`config.mk`:
```
export PLATFORM = sky130hd
export DESIGN_NAME = pefm_ctrl
export DESIGN_NICKNAME = d
export VERILOG_FILES = /design/src/core/pefm_pkg.sv /design/src/core/pefm_sync.sv /design/src/core/pefm_ctrl.sv
export SDC_FILE = /design/constraint.sdc
export NUM_CORES = 1
export LEC_CHECK = 0
export ABC_CLOCK_PERIOD_IN_PS = 2100
export BUFFER_PORTS_ARGS = -buffer_cell sky130_fd_sc_hd__buf_4
export CAP_MARGIN = 20
export CORE_MARGIN = 3
export CORE_UTILIZATION = 35
export CTS_CLUSTER_DIAMETER = 30
export CTS_CLUSTER_SIZE = 16
export DETAILED_ROUTE_END_ITERATION = 12
export GPL_TIMING_DRIVEN = 0
export HOLD_SLACK_MARGIN = 0.05
export PLACE_DENSITY = 0.64
export SLEW_MARGIN = 20
export SYNTH_ARGS = -nofsm -noshare
export SYNTH_HDL_FRONTEND = slang
export SYNTH_SLANG_ARGS = --single-unit
```
`constraint.sdc`:
```
create_clock -name clk -period 2.1 [get_ports clk]
set_clock_uncertainty 0.15 [all_clocks]
set_input_delay 0.105 -clock clk [delete_from_list [all_inputs] [get_ports clk]]
set_output_delay 0.105 -clock clk [all_outputs]
set_load 0.005 [all_outputs]
```
`src/core/pefm_pkg.sv`:
```
// package: constants and carrier types for the event flag and mask block
package pefm_pkg;

   // ---------------------------------------------------------------
   // register map
   // ---------------------------------------------------------------
   localparam logic [7:0] PEFM_ADDR_FLAGS_A = 8'h01;
   localparam logic [7:0] PEFM_ADDR_FLAGS_B = 8'h02;
   localparam logic [7:0] PEFM_ADDR_MASK_A = 8'h03;
   localparam logic [7:0] PEFM_RST_FLAGS_A = 8'h00;
   localparam logic [7:0] PEFM_RST_FLAGS_B = 8'h00;
   localparam logic [7:0] PEFM_RST_MASK_A = 8'h00;
   localparam logic [7:0] PEFM_RDATA_NONE = 8'h00;
   localparam logic [1:0] PEFM_RSVD_ZERO = 2'h0;

   // ---------------------------------------------------------------
   // field layout (both flag registers and the mask use bits 5..0)
   // ---------------------------------------------------------------
   localparam int PEFM_FIELD_W = 6;
   localparam int PEFM_BIT_LOW_SUPPLY = 5;
   localparam int PEFM_BIT_ADAPTER = 4;
   localparam int PEFM_BIT_BUTTON = 3;
   localparam int PEFM_BIT_THERMAL = 2;
   localparam int PEFM_BIT_CC_DONE = 1;
   localparam int PEFM_BIT_NVM_DONE = 0;
   localparam int PEFM_SW_CNT = 3;
   localparam int PEFM_BIT_FAULT_LSB = 3;
   localparam int PEFM_BIT_LIMIT_LSB = 0;
   localparam logic [PEFM_FIELD_W-1:0] PEFM_FIELD_ZERO = 6'h00;

   // ---------------------------------------------------------------
   // carriers
   // ---------------------------------------------------------------
   // raw condition indications from the analog and nvm circuits
   typedef struct packed {
      logic low_supply;
      logic thermal;
      logic cc_done;
      logic nvm_done;
      logic [PEFM_SW_CNT-1:0] sw_fault;
      logic [PEFM_SW_CNT-1:0] sw_limit;
   } pefm_cond_t;

   localparam int PEFM_COND_W = $bits(pefm_cond_t);

   // one register access from the serial register port
   typedef struct packed {
      logic rd;
      logic wr;
      logic [7:0] addr;
      logic [7:0] wdata;
   } pefm_req_t;

endpackage

```
`src/core/pefm_sync.sv`:
```
// module: three-stage input synchroniser with agreement filter and edge pulses
`timescale 1ns/100ps

module pefm_sync #(
   parameter int W = 1,
   parameter logic [W-1:0] RST_VAL = '0
) (
   // clock and reset
   input wire logic clk,
   input wire logic rst_b,
   // asynchronous inputs
   input wire logic [W-1:0] d,
   // filtered level and one-cycle change pulses
   output logic [W-1:0] level,
   output logic [W-1:0] rise,
   output logic [W-1:0] fall
);

   // ---------------------------------------------------------------
   // state
   // ---------------------------------------------------------------
   logic [W-1:0] s1_reg;
   logic [W-1:0] s2_reg;
   logic [W-1:0] s3_reg;
   logic [W-1:0] filt_reg;
   logic [W-1:0] filt_next;

   // a bit changes only once stages two and three agree
   always_comb begin
      for (int i = 0; i < W; i++) begin
         filt_next[i] = (s2_reg[i] == s3_reg[i]) ? s3_reg[i] : filt_reg[i];
      end
   end

   always_ff @(posedge clk or negedge rst_b) begin
      if (!rst_b) begin
         s1_reg <= RST_VAL;
         s2_reg <= RST_VAL;
         s3_reg <= RST_VAL;
         filt_reg <= RST_VAL;
      end else begin
         s1_reg <= d;
         s2_reg <= s1_reg;
         s3_reg <= s2_reg;
         filt_reg <= filt_next;
      end
   end

   assign level = filt_reg;
   assign rise = filt_next & ~filt_reg;
   assign fall = ~filt_next & filt_reg;

endmodule

```
`src/core/pefm_ctrl.sv`:
```
// module: interrupt event flags, event mask and open-drain interrupt output
//
// How it works
// RULE1: flags A at 0x01, reset zero, top bits zero
// RULE2: flag A bit5 while supply too low
// RULE3: flag A bit4 on any adapter pin edge
// RULE4: flag A bit3 on any button edge
// RULE5: flag A bit2 on thermal warning rise
// RULE6: flag A bit1 when coin-cell comparators settle
// RULE7: flag A bit0 when nvm programming completes
// RULE8: live adapter and button levels kept separately
// RULE9: flags B at 0x02, reset zero, top bits zero
// RULE10: flag B bit5 on switch3 fault, disable it
// RULE11: flag B bit4 on switch2 fault, disable it
// RULE12: flag B bit3 on switch1 fault, disable it
// RULE13: flag B bits2..0 show switch current limiting
// RULE14: mask A at 0x03, reset zero, bits 5..0
// RULE15: mask 0 drives interrupt, 1 blocks it
// RULE16: mask never stops recording of events
// RULE17: level bits read 1 when pin low
// RULE18: interrupt low while unmasked flag remains set
// RULE19: reading a flag register clears its flags
`timescale 1ns/100ps

module pefm_ctrl
   import pefm_pkg::*;
#(
   parameter int SW_CNT = PEFM_SW_CNT
) (
   // clock and reset
   input wire logic clk,
   input wire logic rst_b,
   // serial register port, same clock domain
   input wire pefm_req_t req,
   output logic [7:0] rdata,
   // external pins
   input wire logic adapter_detect_pin,
   input wire logic push_button_pin,
   // condition indications from analog and nvm circuits
   input wire pefm_cond_t cond,
   // open-drain interrupt pin, driven low when oe is low
   output logic irq_n_out,
   output logic irq_n_out_oe_n,
   // live pin levels for the status register
   output logic adapter_level_bit,
   output logic button_level_bit,
   // load switch temporary disable
   output logic [SW_CNT-1:0] sw_disable
);

   // ---------------------------------------------------------------
   // decode
   // ---------------------------------------------------------------
   function automatic logic addr_hit(input logic [7:0] a, input logic [7:0] ref_addr);
      addr_hit = (a == ref_addr);
   endfunction

   // reserved top bits always read back as zero
   function automatic logic [7:0] pack_reg(input logic [PEFM_FIELD_W-1:0] f);
      pack_reg = {PEFM_RSVD_ZERO, f};
   endfunction

   // ---------------------------------------------------------------
   // input synchronisers
   // ---------------------------------------------------------------
   logic [1:0] pin_level;
   logic [1:0] pin_rise;
   logic [1:0] pin_fall;
   logic [PEFM_COND_W-1:0] cond_level;
   logic [PEFM_COND_W-1:0] cond_rise;
   pefm_cond_t lvl;
   pefm_cond_t up;
   logic [1:0] pin_raw;

   assign pin_raw = {adapter_detect_pin, push_button_pin};

   // pins idle high, so they reset high to avoid a false change edge
   pefm_sync #(
      .W(2),
      .RST_VAL(2'h3)
   ) u_pin_sync (
      .clk(clk),
      .rst_b(rst_b),
      .d(pin_raw),
      .level(pin_level),
      .rise(pin_rise),
      .fall(pin_fall)
   );

   pefm_sync #(
      .W(PEFM_COND_W),
      .RST_VAL('0)
   ) u_cond_sync (
      .clk(clk),
      .rst_b(rst_b),
      .d(cond),
      .level(cond_level),
      .rise(cond_rise),
      .fall()
   );

   assign lvl = pefm_cond_t'(cond_level);
   assign up = pefm_cond_t'(cond_rise);

   // ---------------------------------------------------------------
   // access strobes
   // ---------------------------------------------------------------
   logic rd_flags_a;
   logic rd_flags_b;
   logic wr_mask_a;
   logic rd_mask_a;
   logic rd_unmapped;

   always_comb begin
      rd_flags_a = 1'b0;
      rd_flags_b = 1'b0;
      rd_mask_a = 1'b0;
      wr_mask_a = 1'b0;
      if (addr_hit(req.addr, PEFM_ADDR_FLAGS_A)) begin
         rd_flags_a = req.rd;
      end else if (addr_hit(req.addr, PEFM_ADDR_FLAGS_B)) begin
         rd_flags_b = req.rd;
      end else if (addr_hit(req.addr, PEFM_ADDR_MASK_A)) begin
         rd_mask_a = req.rd;
         wr_mask_a = req.wr;
      end
   end

   // an unmapped read returns zero
   assign rd_unmapped = req.rd & ~(rd_flags_a | rd_flags_b | rd_mask_a);

   // ---------------------------------------------------------------
   // event sources
   // ---------------------------------------------------------------
   logic [PEFM_FIELD_W-1:0] set_a;
   logic [PEFM_FIELD_W-1:0] set_b;
   logic [SW_CNT-1:0] limit_active;
   logic adapter_change;
   logic button_change;

   // either edge of a pin counts as a change
   assign adapter_change = pin_rise[1] | pin_fall[1]; // [RULE3]
   assign button_change = pin_rise[0] | pin_fall[0]; // [RULE4]

   always_comb begin
      set_a = PEFM_FIELD_ZERO;
      set_a[PEFM_BIT_LOW_SUPPLY] = lvl.low_supply; // [RULE2]
      set_a[PEFM_BIT_ADAPTER] = adapter_change; // [RULE3]
      set_a[PEFM_BIT_BUTTON] = button_change; // [RULE4]
      set_a[PEFM_BIT_THERMAL] = up.thermal; // [RULE5]
      set_a[PEFM_BIT_CC_DONE] = up.cc_done; // [RULE6]
      set_a[PEFM_BIT_NVM_DONE] = up.nvm_done; // [RULE7]
   end

   // ---------------------------------------------------------------
   // per-switch fault and limit
   // ---------------------------------------------------------------
   logic [SW_CNT-1:0] fault_rise;
   logic [SW_CNT-1:0] fault_lvl;
   logic [SW_CNT-1:0] limit_lvl;

   assign fault_rise = up.sw_fault;
   assign fault_lvl = lvl.sw_fault;
   assign limit_lvl = lvl.sw_limit;

   for (genvar g = 0; g < SW_CNT; g++) begin : g_sw
      // a switch in fault is disabled, so it cannot report limiting
      assign limit_active[g] = limit_lvl[g] & ~fault_lvl[g]; // [RULE13]
      // the switch stays off while its fault condition persists
      assign sw_disable[g] = fault_lvl[g]; // [RULE10] [RULE11] [RULE12]
   end

   always_comb begin
      set_b = PEFM_FIELD_ZERO;
      set_b[PEFM_BIT_FAULT_LSB +: SW_CNT] = fault_rise; // [RULE10] [RULE11] [RULE12]
      set_b[PEFM_BIT_LIMIT_LSB +: SW_CNT] = limit_active; // [RULE13]
   end

   // ---------------------------------------------------------------
   // flag and mask registers
   // ---------------------------------------------------------------
   logic [PEFM_FIELD_W-1:0] flags_a_reg;
   logic [PEFM_FIELD_W-1:0] flags_a_next;
   logic [PEFM_FIELD_W-1:0] flags_b_reg;
   logic [PEFM_FIELD_W-1:0] flags_b_next;
   logic [PEFM_FIELD_W-1:0] mask_a_reg;
   logic [PEFM_FIELD_W-1:0] mask_a_next;

   // read clears, but an event in the same cycle wins over the clear
   always_comb begin
      flags_a_next = rd_flags_a ? PEFM_FIELD_ZERO : flags_a_reg; // [RULE19]
      flags_a_next = flags_a_next | set_a; // [RULE16]
      flags_b_next = rd_flags_b ? PEFM_FIELD_ZERO : flags_b_reg; // [RULE19]
      flags_b_next = flags_b_next | set_b;
      mask_a_next = mask_a_reg;
      if (wr_mask_a) begin
         mask_a_next = req.wdata[PEFM_FIELD_W-1:0]; // [RULE14]
      end
   end

   always_ff @(posedge clk or negedge rst_b) begin
      if (!rst_b) begin
         flags_a_reg <= PEFM_RST_FLAGS_A[PEFM_FIELD_W-1:0]; // [RULE1]
         flags_b_reg <= PEFM_RST_FLAGS_B[PEFM_FIELD_W-1:0]; // [RULE9]
         mask_a_reg <= PEFM_RST_MASK_A[PEFM_FIELD_W-1:0]; // [RULE14]
      end else begin
         flags_a_reg <= flags_a_next;
         flags_b_reg <= flags_b_next;
         mask_a_reg <= mask_a_next;
      end
   end

   // ---------------------------------------------------------------
   // read data
   // ---------------------------------------------------------------
   logic [7:0] rdata_reg;
   logic [7:0] rdata_next;

   // read data holds until the next read
   always_comb begin
      rdata_next = rdata_reg;
      if (rd_flags_a) begin
         rdata_next = pack_reg(flags_a_reg); // [RULE1]
      end else if (rd_flags_b) begin
         rdata_next = pack_reg(flags_b_reg); // [RULE9]
      end else if (rd_mask_a) begin
         rdata_next = pack_reg(mask_a_reg); // [RULE14]
      end else if (rd_unmapped) begin
         rdata_next = PEFM_RDATA_NONE;
      end
   end

   always_ff @(posedge clk or negedge rst_b) begin
      if (!rst_b) begin
         rdata_reg <= PEFM_RDATA_NONE;
      end else begin
         rdata_reg <= rdata_next;
      end
   end

   assign rdata = rdata_reg;

   // ---------------------------------------------------------------
   // status levels
   // ---------------------------------------------------------------
   logic adapter_lvl_reg;
   logic button_lvl_reg;
   logic adapter_lvl_next;
   logic button_lvl_next;

   // active level is a low pin, kept apart from the change flags
   always_comb begin
      adapter_lvl_next = ~pin_level[1]; // [RULE8] [RULE17]
      button_lvl_next = ~pin_level[0]; // [RULE8] [RULE17]
   end

   always_ff @(posedge clk or negedge rst_b) begin
      if (!rst_b) begin
         adapter_lvl_reg <= 1'b0;
         button_lvl_reg <= 1'b0;
      end else begin
         adapter_lvl_reg <= adapter_lvl_next;
         button_lvl_reg <= button_lvl_next;
      end
   end

   assign adapter_level_bit = adapter_lvl_reg;
   assign button_level_bit = button_lvl_reg;

   // ---------------------------------------------------------------
   // interrupt output
   // ---------------------------------------------------------------
   logic irq_act_reg;
   logic irq_act_next;

   // ---------------------------------------------------------------
   // pending interrupts
   // ---------------------------------------------------------------
   logic [PEFM_FIELD_W-1:0] pend_a;
   logic [PEFM_FIELD_W-1:0] pend_b;

   // flags B have no mask in this block and always reach the pin
   // a masked flag is still recorded, it only stays off the pin
   always_comb begin
      pend_a = flags_a_next & ~mask_a_next; // [RULE15] [RULE16]
      pend_b = flags_b_next;
      irq_act_next = (|pend_a) | (|pend_b); // [RULE18]
   end

   always_ff @(posedge clk or negedge rst_b) begin
      if (!rst_b) begin
         irq_act_reg <= 1'b0;
      end else begin
         irq_act_reg <= irq_act_next;
      end
   end

   assign irq_n_out = 1'b0;
   assign irq_n_out_oe_n = ~irq_act_reg; // [RULE18]

endmodule

```
==> After elaboration in Yosys (flattened, before gate mapping) <==
Index checks and enable logic that the tools add are counted.
{ "word_totals": {"register_bits": 77, "latchBits": 0, "mem_bits_rw": 0, "rom_bits": 0, "input_bits": 32, "out_inout_bits": 15, "wordCells": 87, "mem_count": 0} }
{ "op_classes": {"addsub": 0, "mul": 0, "n_div": 0, "magnitude_cmp": 0, "n_eq_ne": 15, "n_shift": 0, "mux": 28, "n_bitwise": 26, "reduce_logical": 3} }
{ "ops": {"columns": ["operator", "count"], "rows": [
  ["two-way mux 8 bit", 4],
  ["two-way mux 1 bit", 21],
  ["two-way mux 6 bit", 3],
  ["equality test 8 x 2 -> 1 bit, second input constant", 2],
  ["equality test 1 bit", 12],
  ["OR 6 bit", 2],
  ["OR reduction 6 bit", 2],
  ["bitwise AND 9 bit", 1],
  ["inverter 9 bit", 1],
  ["equality test 8 x 1 -> 1 bit, second input constant", 1],
  ["inverter 1 bit", 7],
  ["bitwise AND 6 bit", 1],
  ["inverter 6 bit", 1],
  ["OR 1 bit", 5],
  ["bitwise AND 1 bit", 4],
  ["bitwise AND 2 bit", 2],
  ["inverter 2 bit", 2],
  ["nonzero test 4 bit", 1]
]} }

==> Depth between registers and ports, before layout <==
Gate-level depths: netlist of run 1.
{ "depth": {"depth_word": 11, "depth_mapped": 7, "ltp_nobuf": 5} }

==> Cells and area by module <==
From an unflattened synthesis of run 1, not the netlist that was laid out.
{ "hier_totals": {"hier_cells": 191, "hier_area_um2": 2798.9} }
{ "modules_own_cells": {"columns": ["module", "n_inst", "cells_each", "area_each_um2", "seq_area_each_um2"], "rows": [
  ["pefm_sync at u_cond_sync", 1, 70, 1277.5, 1001.0],
  ["pefm_ctrl", 1, 107, 1255.0, 675.6],
  ["pefm_sync at u_pin_sync", 1, 14, 266.5, 210.2]
]} }

==> Worst setup path after synthesis of run 1 <==
No wires, ideal clock.
{ "synth_timing": {"path_kind": "input -> register", "startpoint": "in req[13] (netlist bit)", "endpoint": "reg irq_act_reg", "setup_ns": 0.135, "arrival_time_ns": 1.273, "required_time_ns": 1.815, "path_slack_ns": 0.543, "stages": 5, "n_path_buf": 0, "path_cell_list": "nor4_4 nand4_2 a221oi_2 o22a_1 nand4_1"} }
{ "synth_between": {"elab_chain_len": 9, "word_cells_on_any_way": 19, "classes_between": "3 x eq/ne; 9 x mux; 5 x bitwise; 2 x reduce/logical"} }
{ "synth_rtl": {"columns": ["element", "line_no", "rtl"], "rows": [
  ["start: declaration", "pefm_ctrl.sv:34", "input wire pefm_req_t req,"],
  ["equality test 8 x 2 -> 1 bit", "pefm_ctrl.sv:55", "addr_hit = (a == ref_addr);"],
  ["two-way mux 1 bit", "pefm_ctrl.sv:123", "end else if (addr_hit(req.addr, PEFM_ADDR_MASK_A)) begin"],
  ["two-way mux 1 bit", "pefm_ctrl.sv:121", "end else if (addr_hit(req.addr, PEFM_ADDR_FLAGS_B)) begin"],
  ["two-way mux 1 bit", "pefm_ctrl.sv:119", "if (addr_hit(req.addr, PEFM_ADDR_FLAGS_A)) begin"],
  ["two-way mux 6 bit", "pefm_ctrl.sv:196", "if (wr_mask_a) begin"],
  ["inverter 6 bit", "pefm_ctrl.sv:285", "pend_a = flags_a_next & ~mask_a_next;"],
  ["bitwise AND 6 bit", "pefm_ctrl.sv:285", null],
  ["OR reduction 6 bit", "pefm_ctrl.sv:287", "irq_act_next = (|pend_a) | (|pend_b);"],
  ["OR 1 bit (*)", "pefm_ctrl.sv:287", null],
  ["net irq_act_next", "pefm_ctrl.sv:274", "logic irq_act_next;"],
  ["end signal: assignment", "pefm_ctrl.sv:294", "irq_act_reg <= irq_act_next;"],
  ["end: declaration", "pefm_ctrl.sv:273", "logic irq_act_reg;"]
]} }
The timed path passes the listed nets; every way through them passes the cells marked *.
A chain may end at the register's enable or synchronous reset.

==> Worst setup path in the final report of run 1 <==
{ "layout_timing": {"startpoint": "in req[8] (netlist bit)", "endpoint": "reg irq_act_reg"} }
{ "layout_between": {"word_cells_on_any_way": 19, "classes_between": "3 x eq/ne; 9 x mux; 5 x bitwise; 2 x reduce/logical"} }
{ "layout_lines": {"columns": ["element", "line_no", "rtl"], "rows": [
  ["equality test 8 x 2 -> 1 bit", "pefm_ctrl.sv:55", null],
  ["two-way mux 1 bit", "pefm_ctrl.sv:121", null],
  ["two-way mux 1 bit (*)", "pefm_ctrl.sv:119", null],
  ["two-way mux 6 bit (*)", "pefm_ctrl.sv:193", "flags_b_next = rd_flags_b ? PEFM_FIELD_ZERO : flags_b_reg;"],
  ["OR 6 bit (*)", "pefm_ctrl.sv:194", "flags_b_next = flags_b_next | set_b;"],
  ["net flags_b_next[4]", "pefm_ctrl.sv:185", "logic [PEFM_FIELD_W-1:0] flags_b_next;"],
  ["OR reduction 6 bit (*)", "pefm_ctrl.sv:287", null],
  ["OR 1 bit (*)", "pefm_ctrl.sv:287", null],
  ["net irq_act_next", "pefm_ctrl.sv:274", null]
]} }
Marked as above.

==> results of run 1 <==
[layout make-up]
class                   count  share of cell area
plain buffers              10             0.02017
multi-input cells          87              0.1888
clock buffers              14             0.04395
flip-flops and latches     75              0.5432
repair buffers             58              0.1398
well taps                  99             0.03566
clock inverters             2             0.01009
inverters                  17             0.01837
[report_power, final]
part | total [mW] | internal [mW] | switching (mW)
Clock | 1.06 | 0.582 | 0.473
Sequential | 1.57 | 1.53 | 0.0427
Combinational | 0.225 | 0.127 | 0.0977
Total | 2.85 | 2.23 | 0.613
[layer usage]
metal	routed length (µm)	up-vias	GRT usage	part of all wire
met4	58	0	0.04396	0.012
met5	0	-	0	0
met2	2134	38	0.1721	0.46
met1	2168	790	0.1626	0.47
met3	282	6	0.05390	0.061
li1	-	782	-	-
[layout by cell type (no fill, tap or decap), types with 3 or more instances in the layout]
| cell | netlist | final |
|---|---|---|
| a21oi_1 | 5 | 5 |
| a22oi_1 | 7 | 7 |
| buf_4 | 6 | 44 |
| clkbuf_1 | 1 | 5 |
| clkbuf_8 | 0 | 10 |
| conb_1 | 1 | 3 |
| dfrtp_1 | 67 | 67 |
| dfstp_2 | 8 | 8 |
| dlygate4sd3_1 | 0 | 20 |
| inv_1 | 17 | 17 |
| maj3_1 | 7 | 7 |
| mux2_2 | 8 | 8 |
| mux2i_1 | 3 | 3 |
| nand2_1 | 14 | 14 |
| o21ai_0 | 7 | 7 |
| o22ai_1 | 7 | 7 |
| o2bb2ai_1 | 4 | 4 |
[Yosys cell counts (all sizes together)]
| master | number |
|---|---|
| a32o | 1 |
| clkbuf | 1 |
| o22a | 1 |
| conb | 1 |
| a2bb2oi | 1 |
| a21oi | 5 |
| or4 | 1 |
| nor2b | 2 |
| a22o | 1 |
| dfstp | 8 |
| a221oi | 1 |
| nand2 | 14 |
| nor4 | 1 |
| mux2i | 3 |
| maj3 | 7 |
| dfrtp | 67 |
| nand2b | 1 |
| and4b | 1 |
| nand3 | 1 |
| o22ai | 7 |
| o21ai | 7 |
| and2 | 1 |
| buf | 9 |
| a22oi | 7 |
| nor2 | 3 |
| nand4 | 4 |
| inv | 17 |
| xnor2 | 1 |
| o2bb2ai | 4 |
| mux2 | 9 |
[worst paths after layout]
check	from	endpoint	slack, ps
hold reg to reg	u_cond_sync.s1_reg[1]$_DFF_PN0_	u_cond_sync.s2_reg[1]$_DFF_PN0_	200
hold / removal	req[17]	rdata[3]$_DFFE_PN0P_	80
min in group asynchronous	rst_b	button_level_bit$_DFF_PN0_	300
setup / recovery	req[8]	irq_act_reg$_DFF_PN0_	250
setup reg to reg	flags_b_reg[3]$_DFF_PN0_	irq_act_reg$_DFF_PN0_	390
max in group asynchronous	rst_b	flags_a_reg[0]$_DFF_PN0_	920
[kinds of logic after synthesis]
family	share of synthesized area
compound gates	0.09095
flops	0.7070
mux	0.05063
simple gates	0.07033
xor+xnor	0.003282
fa+ha+maj	0.02626
buf+inv	0.05016
other cells	0.001405
[what timing repair did]
action / CTS / global route
hold endpoints to repair: 91 / 0
endpoints found under the setup margin: 0 / 0
hold buffers: 20 / 0
[through the flow]
step | worst slack [ps] | area, µm² | power (mW) | hold slack (ps) | instances
2_1_floorplan | 542.6 | 2676 | 1.681 | -340.6 | 189
4_1_cts | 283.2 | 3473 | 2.890 | 61.02 | 362
3_3_place_gp | 166.6 | 3085 | 1.787 | 64.22 | 326
6_report | 250.8 | 3473 | 2.848 | 79.76 | 362
5_1_grt | 118.2 | 3473 | 3.000 | 67.28 | 362
3_5_place_dp | 151.3 | 3085 | 1.793 | 64.62 | 326
[worst register-to-register path: cells and delay by family, from the launching register on]
kind | cells | cell delay (ps)
simple gates | 3 | 860
flops | 1 | 400
compound gates | 1 | 170
==> impl_results.md, run 1 <==
- CP Capture Type: flip-flop
- Antenna violations before repair: 0
- WS Path Type: in2reg
- Site row count: 31
- Critical Path AT: between 1500 and 2000 ps
- Status: completed
- Worst-margin pin slew: 903.0 ps
- Gr ovfl total: 0
- Worst endpoint required time: 2160 ps
- PD cells: approximately 820 nW/µm²
- Startpoint types: input pin
- Critical path depth in cells: 8
- DP HPWL: 3099 µm
- Synth area leader: dfrtp_1
- Peak per-stage delay on the critical path: around 560 ps
- Worst vdd ir: 0.4375 mV
- DIE HEIGHT: 93.32 µm
- Vias in the first global route: 1664
- Clock-pin slew on the worst setup and hold paths: 60 ps
- Fin util: 0.4738
- Hold Fails Final Rpt: 0
- Total Routing Usage GR: 0.1208
- Relative slew slack: 0.3980
- Via count: 1616
- N_diodes: 0
- Multi-input logic area: 655.6 µm²
- Setup violations, final: 0
- Final #Nets: between 200 and 300
- Reg2Reg Depth: 4
- Highest clock rate: 540.8 MHz
- Slowest-stage cell, CP: dlygate4sd3_1
- Largest cells by area after synthesis: dfrtp_1 (63%), dfstp_2 (7.9%), mux2_2 (3.4%)
- Cells resized by post-CTS repair: 0
- Vias per cell: between 4 and 5
- Clk sinks: 75
- Leakage: 1.616 nW
- Post-CTS setup buffer count: 0
- 1st-iter DRT viols: 82
- First-pass GRT wire length: roughly 8000 µm
- Period utilization: 0.8806
- Antenna viol nets, final: 0
- Seq cells post-synth: 75
- CTS tree: done
- Yosys warns: 0
- Max Cap Violations: 0
- Seq/Total Area, Yosys: 0.7070
- Period minus WS final: 1849 ps
- Setup tns final: 0 ps
- Mean Syn Cell Area: 14.27 µm²
- Drt drc: 0
- Core Footprint: 7331 µm²
- Fill count: between 600 and 700
- Slew Limit Fails: 0
- Largest net degree at the start of global routing: 76
- Share of layout cells above drive strength 1: 0.3118
- Area Overhead vs Synth: 30.15%
- Worst skew pair latency: 340 ps
- Share of the synthesized area in the top cell type: 0.6282
- Register Area: around 1900 µm²
- Path category of the worst min-delay check: in2reg
- Initial Utilization: 0.3641
- Gate Count Post-Synth: between 150 and 200
- CTS HTree Levels: 3
- I/O pin total: 47
- GP Congestion: between 0.8 and 0.9
- Drt first pass iters: 5
- Root Driver: clkbuf_8
- CP Buf/Inv Count: 3
- Worst-path fanout max: 9
- Family with the most delay on the worst path: buffers and inverters
- Cell area after synthesis: approximately 2700 µm²
- Width of the die: 93.32 µm
- TritonCTS Buffers: 9
- Worst Hold Depth: 2
- Clock Path Buffers: 2
- Wirelength per Cell: 12.83 µm
- Crit path cell chain: dlygate4sd3_1, buf_6, nor2b_1, buf_2, nand4_2, o2bb2ai_1, and4b_1, nand4_1
- Routed wire length: 4644 µm
- Netlist cell types: 36
- RSZ-0062 raised after global routing: false
- IO buf count: 38
- Die Area: between 8000 and 9000 µm²
No activity file was read; power rests on OpenSTA's default activity.
==> run 2: changes to the inputs <==
--- a/config.mk
+++ b/config.mk
@@ -16,6 +16,7 @@
 export GPL_TIMING_DRIVEN = 0
 export HOLD_SLACK_MARGIN = 0.05
 export PLACE_DENSITY = 0.64
+export REMOVE_ABC_BUFFERS = 1
 export SLEW_MARGIN = 20
 export SYNTH_ARGS = -nofsm -noshare
 export SYNTH_HDL_FRONTEND = slang
==> impl_results.md, run 2 (synthesis gave the netlist of run 1 again) <==
- Seq pwr share: 0.528
- Clock-pin slew on the worst setup and hold paths: ~70 ps
- Setup violations, final: 0
- I/O pin total: 47
- Initial Utilization: 0.3641
- Site row count: 31
- Worst-margin pin slew: 915.1 ps
- Worst r2r src: flags_a_reg[1]$_DFF_PN0_
- Multi-input logic area: 658.1 µm²
- Commonest non-fill, non-tap cells in the layout: dfrtp_1 (67), buf_4 (41), dlygate4sd3_1 (22)
- Antenna viol nets, final: 0
- Root Driver: clkbuf_8
- Psw: 0.6275 mW
- CTS HTree Levels: 3
- Min-delay src: req[10]
- Total Routing Usage GR: 0.1179
- CTS tree: done
- TritonCTS Buffers: 9
- Internal power: 2.341 mW
- Placement Cell Area: 3038 µm²
- Post-CTS setup buffer count: 0
- Clk sinks: 75
- Wirelength per Cell: 12.92 µm
- Routed wire length: 4613 µm
- IO buf count: 41
- Core Footprint: 7331 µm²
- Final instance area: 3480 µm²
- Setup tns final: 0 ps
- Register Area: 1887 µm²
- Logic pwr share: 0.073
- CP Capture Type: flip-flop
- Worst reg2reg setup slack: around 350 ps
- Via count: 1566
- Clock group share of total power: 0.399
- Die Area: between 8000 and 9000 µm²
- Leakage: 1.610 nW
- First-pass GRT wire length: 7748 µm
- Largest net degree at the start of global routing: 76
- Area Overhead vs Synth: 30.38%
- DIE HEIGHT: about 93 µm
- Hold Fails Final Rpt: 0
- Slew Limit Fails: 0
- GP Congestion: 0.7530
- Worst vdd ir: 0.5277 mV
- Leading cell type in the layout, fill and taps excluded: dfrtp_1
- Vias per cell: roughly 4.4
- Highest clock rate: roughly 540 MHz
- Period utilization: 0.8759
- Worst endpoint required time: 2170 ps
- Status: completed
- Worst hold margin: around 84 ps
- Worst Slack Setup Final: 260.5 ps
- Sw frac: 0.2114
- DP HPWL: 3054 µm
- Worst-path fanout max: 9
- Fill count: 635
- 1st-iter DRT viols: 64
- Drt drc: 0
- Drt first pass iters: 4
- Clock Path Buffers: 2
- Critical Path AT: 1910 ps
- Antenna violations before repair: 0
- CP Launch Point: req[8]
- Final #Nets: 285
- Share of layout cells above drive strength 1: 0.3101
- Setup slack at placement: 191.4 ps
- Path category of the worst min-delay check: in2reg
- RSZ-0062 raised after global routing: false
- Worst skew pair latency: 340 ps
- Vias in the first global route: 1651
- Gr ovfl total: 0
- Max Cap Violations: 0
- Period minus WS final: 1839 ps
- N_diodes: 0
- Relative slew slack: 0.3899
- WS Path Type: in2reg
- PD cells: 853.2 nW/µm²
- Width of the die: 93.32 µm
- Startpoint types: input pin
==> run 2: layer usage <==
metal	GRT usage	wire (µm)
met1	0.1531	2134
met2	0.1757	2157
met3	0.04747	299
met4	0.04762	22
met5	0	0
==> run 2: worst paths after layout <==
kind                                                    to  cells past startpoint
hold / removal                    flags_b_reg[3]$_DFF_PN0_                      5
setup / recovery                     irq_act_reg$_DFF_PN0_                      7
hold reg to reg             u_pin_sync.s2_reg[0]$_DFF_PN1_                      0
setup reg to reg                      rdata[1]$_DFFE_PN0P_                      4
max in group asynchronous  u_cond_sync.s2_reg[3]$_DFF_PN0_                      2
min in group asynchronous       button_level_bit$_DFF_PN0_                      2
==> run 2: cell type report <==
class | count | share of cell area
clock buffer | 11 | 0.04063
clock inverter | 5 | 0.02229
inverter | 17 | 0.01834
multi-input combinational | 87 | 0.1891
sequential | 75 | 0.5423
tap | 99 | 0.03560
timing repair buffer | 63 | 0.1517
==> run 2: power groups by stage <==
| stage | sequential (mW) | combinational (mW) | clock, mW |
|---|---|---|---|
| 2_1_floorplan | 1.58 | 0.0748 | 0 |
| 3_3_place_gp | 1.59 | 0.184 | 0 |
| 3_5_place_dp | 1.59 | 0.188 | 0 |
| 4_1_cts | 1.57 | 0.220 | 1.24 |
| 5_1_grt | 1.58 | 0.242 | 1.30 |
| 6_report | 1.57 | 0.216 | 1.19 |
==> run 2: stage by stage <==
| step | total power, mW | std cells | util |
|---|---|---|---|
| after floorplan | 1.659 | 179 | - |
| after detailed placement | 1.782 | 319 | 0.4144 |
| after global routing | 3.119 | 357 | 0.4747 |
| after global placement | 1.776 | 319 | 0.4144 |
| final | 2.969 | 357 | 0.4747 |
| after CTS | 3.029 | 357 | 0.4743 |
==> run 2: worst max-delay path, stage by stage <==
cell and delay (ps):
dlygate4sd3_1 550, buf_4 170, nor2b_2 270, nand4_2 240
o2bb2ai_1 200, and4b_1 280, nand4_1 100
==> run 2: what timing repair did <==
action | in CTS | in global routing
setup endpoints to repair | 0 | 1
gates resized for setup | 0 | 1
hold endpoints to repair | 92 | 0
hold buffers | 22 | 0
==> run 3: changes to the inputs <==
--- a/config.mk
+++ b/config.mk
@@ -8,14 +8,16 @@
 export ABC_CLOCK_PERIOD_IN_PS = 2100
 export BUFFER_PORTS_ARGS = -buffer_cell sky130_fd_sc_hd__buf_4
 export CAP_MARGIN = 20
+export CELL_PAD_IN_SITES_DETAIL_PLACEMENT = 0
+export CELL_PAD_IN_SITES_GLOBAL_PLACEMENT = 1
 export CORE_MARGIN = 3
 export CORE_UTILIZATION = 35
 export CTS_CLUSTER_DIAMETER = 30
 export CTS_CLUSTER_SIZE = 16
 export DETAILED_ROUTE_END_ITERATION = 12
-export GPL_TIMING_DRIVEN = 0
+export GPL_TIMING_DRIVEN = 1
 export HOLD_SLACK_MARGIN = 0.05
-export PLACE_DENSITY = 0.64
+export PLACE_DENSITY = 0.74
 export REMOVE_ABC_BUFFERS = 1
 export SLEW_MARGIN = 20
 export SYNTH_ARGS = -nofsm -noshare
==> impl_results.md, run 3 (synthesis gave the netlist of run 1 again) <==
- 1st-iter DRT viols: 48
- N_diodes: 0
- Top layer in use: met4
- Metal1 wirelength: 2224 µm
- Worst endpoint required time: about 2200 ps
- Clock-pin slew on the worst setup and hold paths: 80 ps
- Gr ovfl total: 0
- Core Footprint: 7331 µm²
- Vias per cell: 4.433
- Final #Nets: 288
- Max Cap Violations: 0
- Share of layout cells above drive strength 1: 0.3142
- IO buf count: 41
- Die Area: 8709 µm²
- Worst r2r src: flags_a_reg[4]$_DFF_PN0_
- Commonest non-fill, non-tap cells in the layout: dfrtp_1 (67), buf_4 (43), dlygate4sd3_1 (22)
- DIE HEIGHT: 93.32 µm
- Drt first pass iters: 4
- Hold Fails Final Rpt: 0
- Worst Slack Setup Final: between 300 and 400 ps
- Metal3 WL: approximately 260 µm
- Worst skew pair latency: 340 ps
- Setup violations, final: 0
- Drt drc: 0
- Critical Path AT: 1930 ps
- Worst vdd ir: 0.4113 mV
- Area Overhead vs Synth: 31.60%
- TritonCTS Buffers: 9
- Largest net degree at the start of global routing: 76
- Pwr Total: ~3.0 mW
- Slowest-stage cell, CP: dlygate4sd3_1
- Cells resized by post-CTS repair: 0
- Clk sinks: 75
- Startpoint types: input pin
- CP Buf/Inv Count: 4
- Period utilization: 0.8520
- Total Routing Usage GR: 0.1226
- Met2 wire len: 2117 µm
- Worst-path fanout max: 9
- Antenna violations before repair: 0
- CTS HTree Levels: 3
- I/O pin total: 47
- Post-CTS setup buffer count: 0
- Antenna viol nets, final: 0
- Min-delay src: req[10]
- Clock Path Buffers: 2
- Via count: roughly 1600
- Leakage: 1.629 nW
- Setup tns final: 0 ps
- CP Launch Point: req[8]
- Peak per-stage delay on the critical path: 560 ps
- DP HPWL: about 3100 µm
- First-pass GRT wire length: 8066 µm
- Setup slack at placement: 251.7 ps
- CTS tree: done
- Vias in the first global route: 1702
- Crit path cell chain: dlygate4sd3_1, buf_4, nor2b_1, buf_4, a22oi_1, o22ai_1, dlygate4sd3_1
- Family with the most delay on the worst path: buffers and inverters
- Status: completed
- Site row count: 31
- Width of the die: 93.32 µm
- Wirelength per Cell: ~13 µm
- Leading cell type in the layout, fill and taps excluded: dfrtp_1
- Period minus WS final: 1789 ps
- Path category of the worst min-delay check: in2reg
- Routed wire length: 4696 µm
- Initial Utilization: 0.3641
- CP Capture Type: flip-flop
- GP Congestion: 0.7179
- PD cells: 851.8 nW/µm²
- Slew Limit Fails: 0
- RSZ-0062 raised after global routing: false
- Root Driver: clkbuf_8
- # hold bufs at CTS: 22
- WS Path Type: in2reg
- Highest clock rate: 558.9 MHz
- Fill count: 660
==> run 3: final timing paths <==
kind | to | slack [ps] | depth (start not counted)
max in group asynchronous | u_pin_sync.s1_reg[0]$_DFF_PN1_ | 1300 | 3
min reg2reg | u_cond_sync.s2_reg[5]$_DFF_PN0_ | 200 | 0
max reg2reg | rdata[4]$_DFFE_PN0P_ | 380 | 4
min in group asynchronous | u_cond_sync.s1_reg[1]$_DFF_PN0_ | 160 | 3
min | flags_b_reg[2]$_DFF_PN0_ | 90 | 4
max | rdata[4]$_DFFE_PN0P_ | 310 | 7
==> run 3: cell type report <==
cell class | instances | area [µm²] | share of cell area
Sequential cell | 75 | 1887 | 0.5372
Multi-Input combinational cell | 87 | 655.6 | 0.1867
Timing Repair Buffer | 66 | 563.0 | 0.1603
Clock buffer | 11 | 141.4 | 0.04026
Tap cell | 99 | 123.9 | 0.03527
Clock inverter | 5 | 77.57 | 0.02209
Inverter | 17 | 63.81 | 0.01817
==> run 3: where the power goes <==
part	internal, mW	total (mW)	switching, mW
logic	0.124	0.221	0.0968
clock network	0.698	1.20	0.506
registers	1.52	1.57	0.0418
==> run 3: per-stage QoR <==
stage	hold slack, ps	utilization	std cells	cell area [µm²]
floorplan	-340.6	-	179	2606
global placement	-1.627	0.4192	322	3073
detailed placement	4.652	0.4192	322	3073
CTS	87.97	0.4791	360	3512
global route	129.7	0.4791	360	3512
finish	93.03	0.4791	360	3512
==> run 3: layer usage <==
metal | GRT usage | vias to the layer above
li1 | - | 779
met1 | 0.1686 | 768
met2 | 0.1781 | 40
met3 | 0.03057 | 9
met4 | 0.06593 | 0
met5 | 0 | -
==> run 3: tightest hold or removal path, stage by stage <==
cell,delay [ps]
buf_4,80
nor2_2,60
nand4_2,170
a22o_1,140
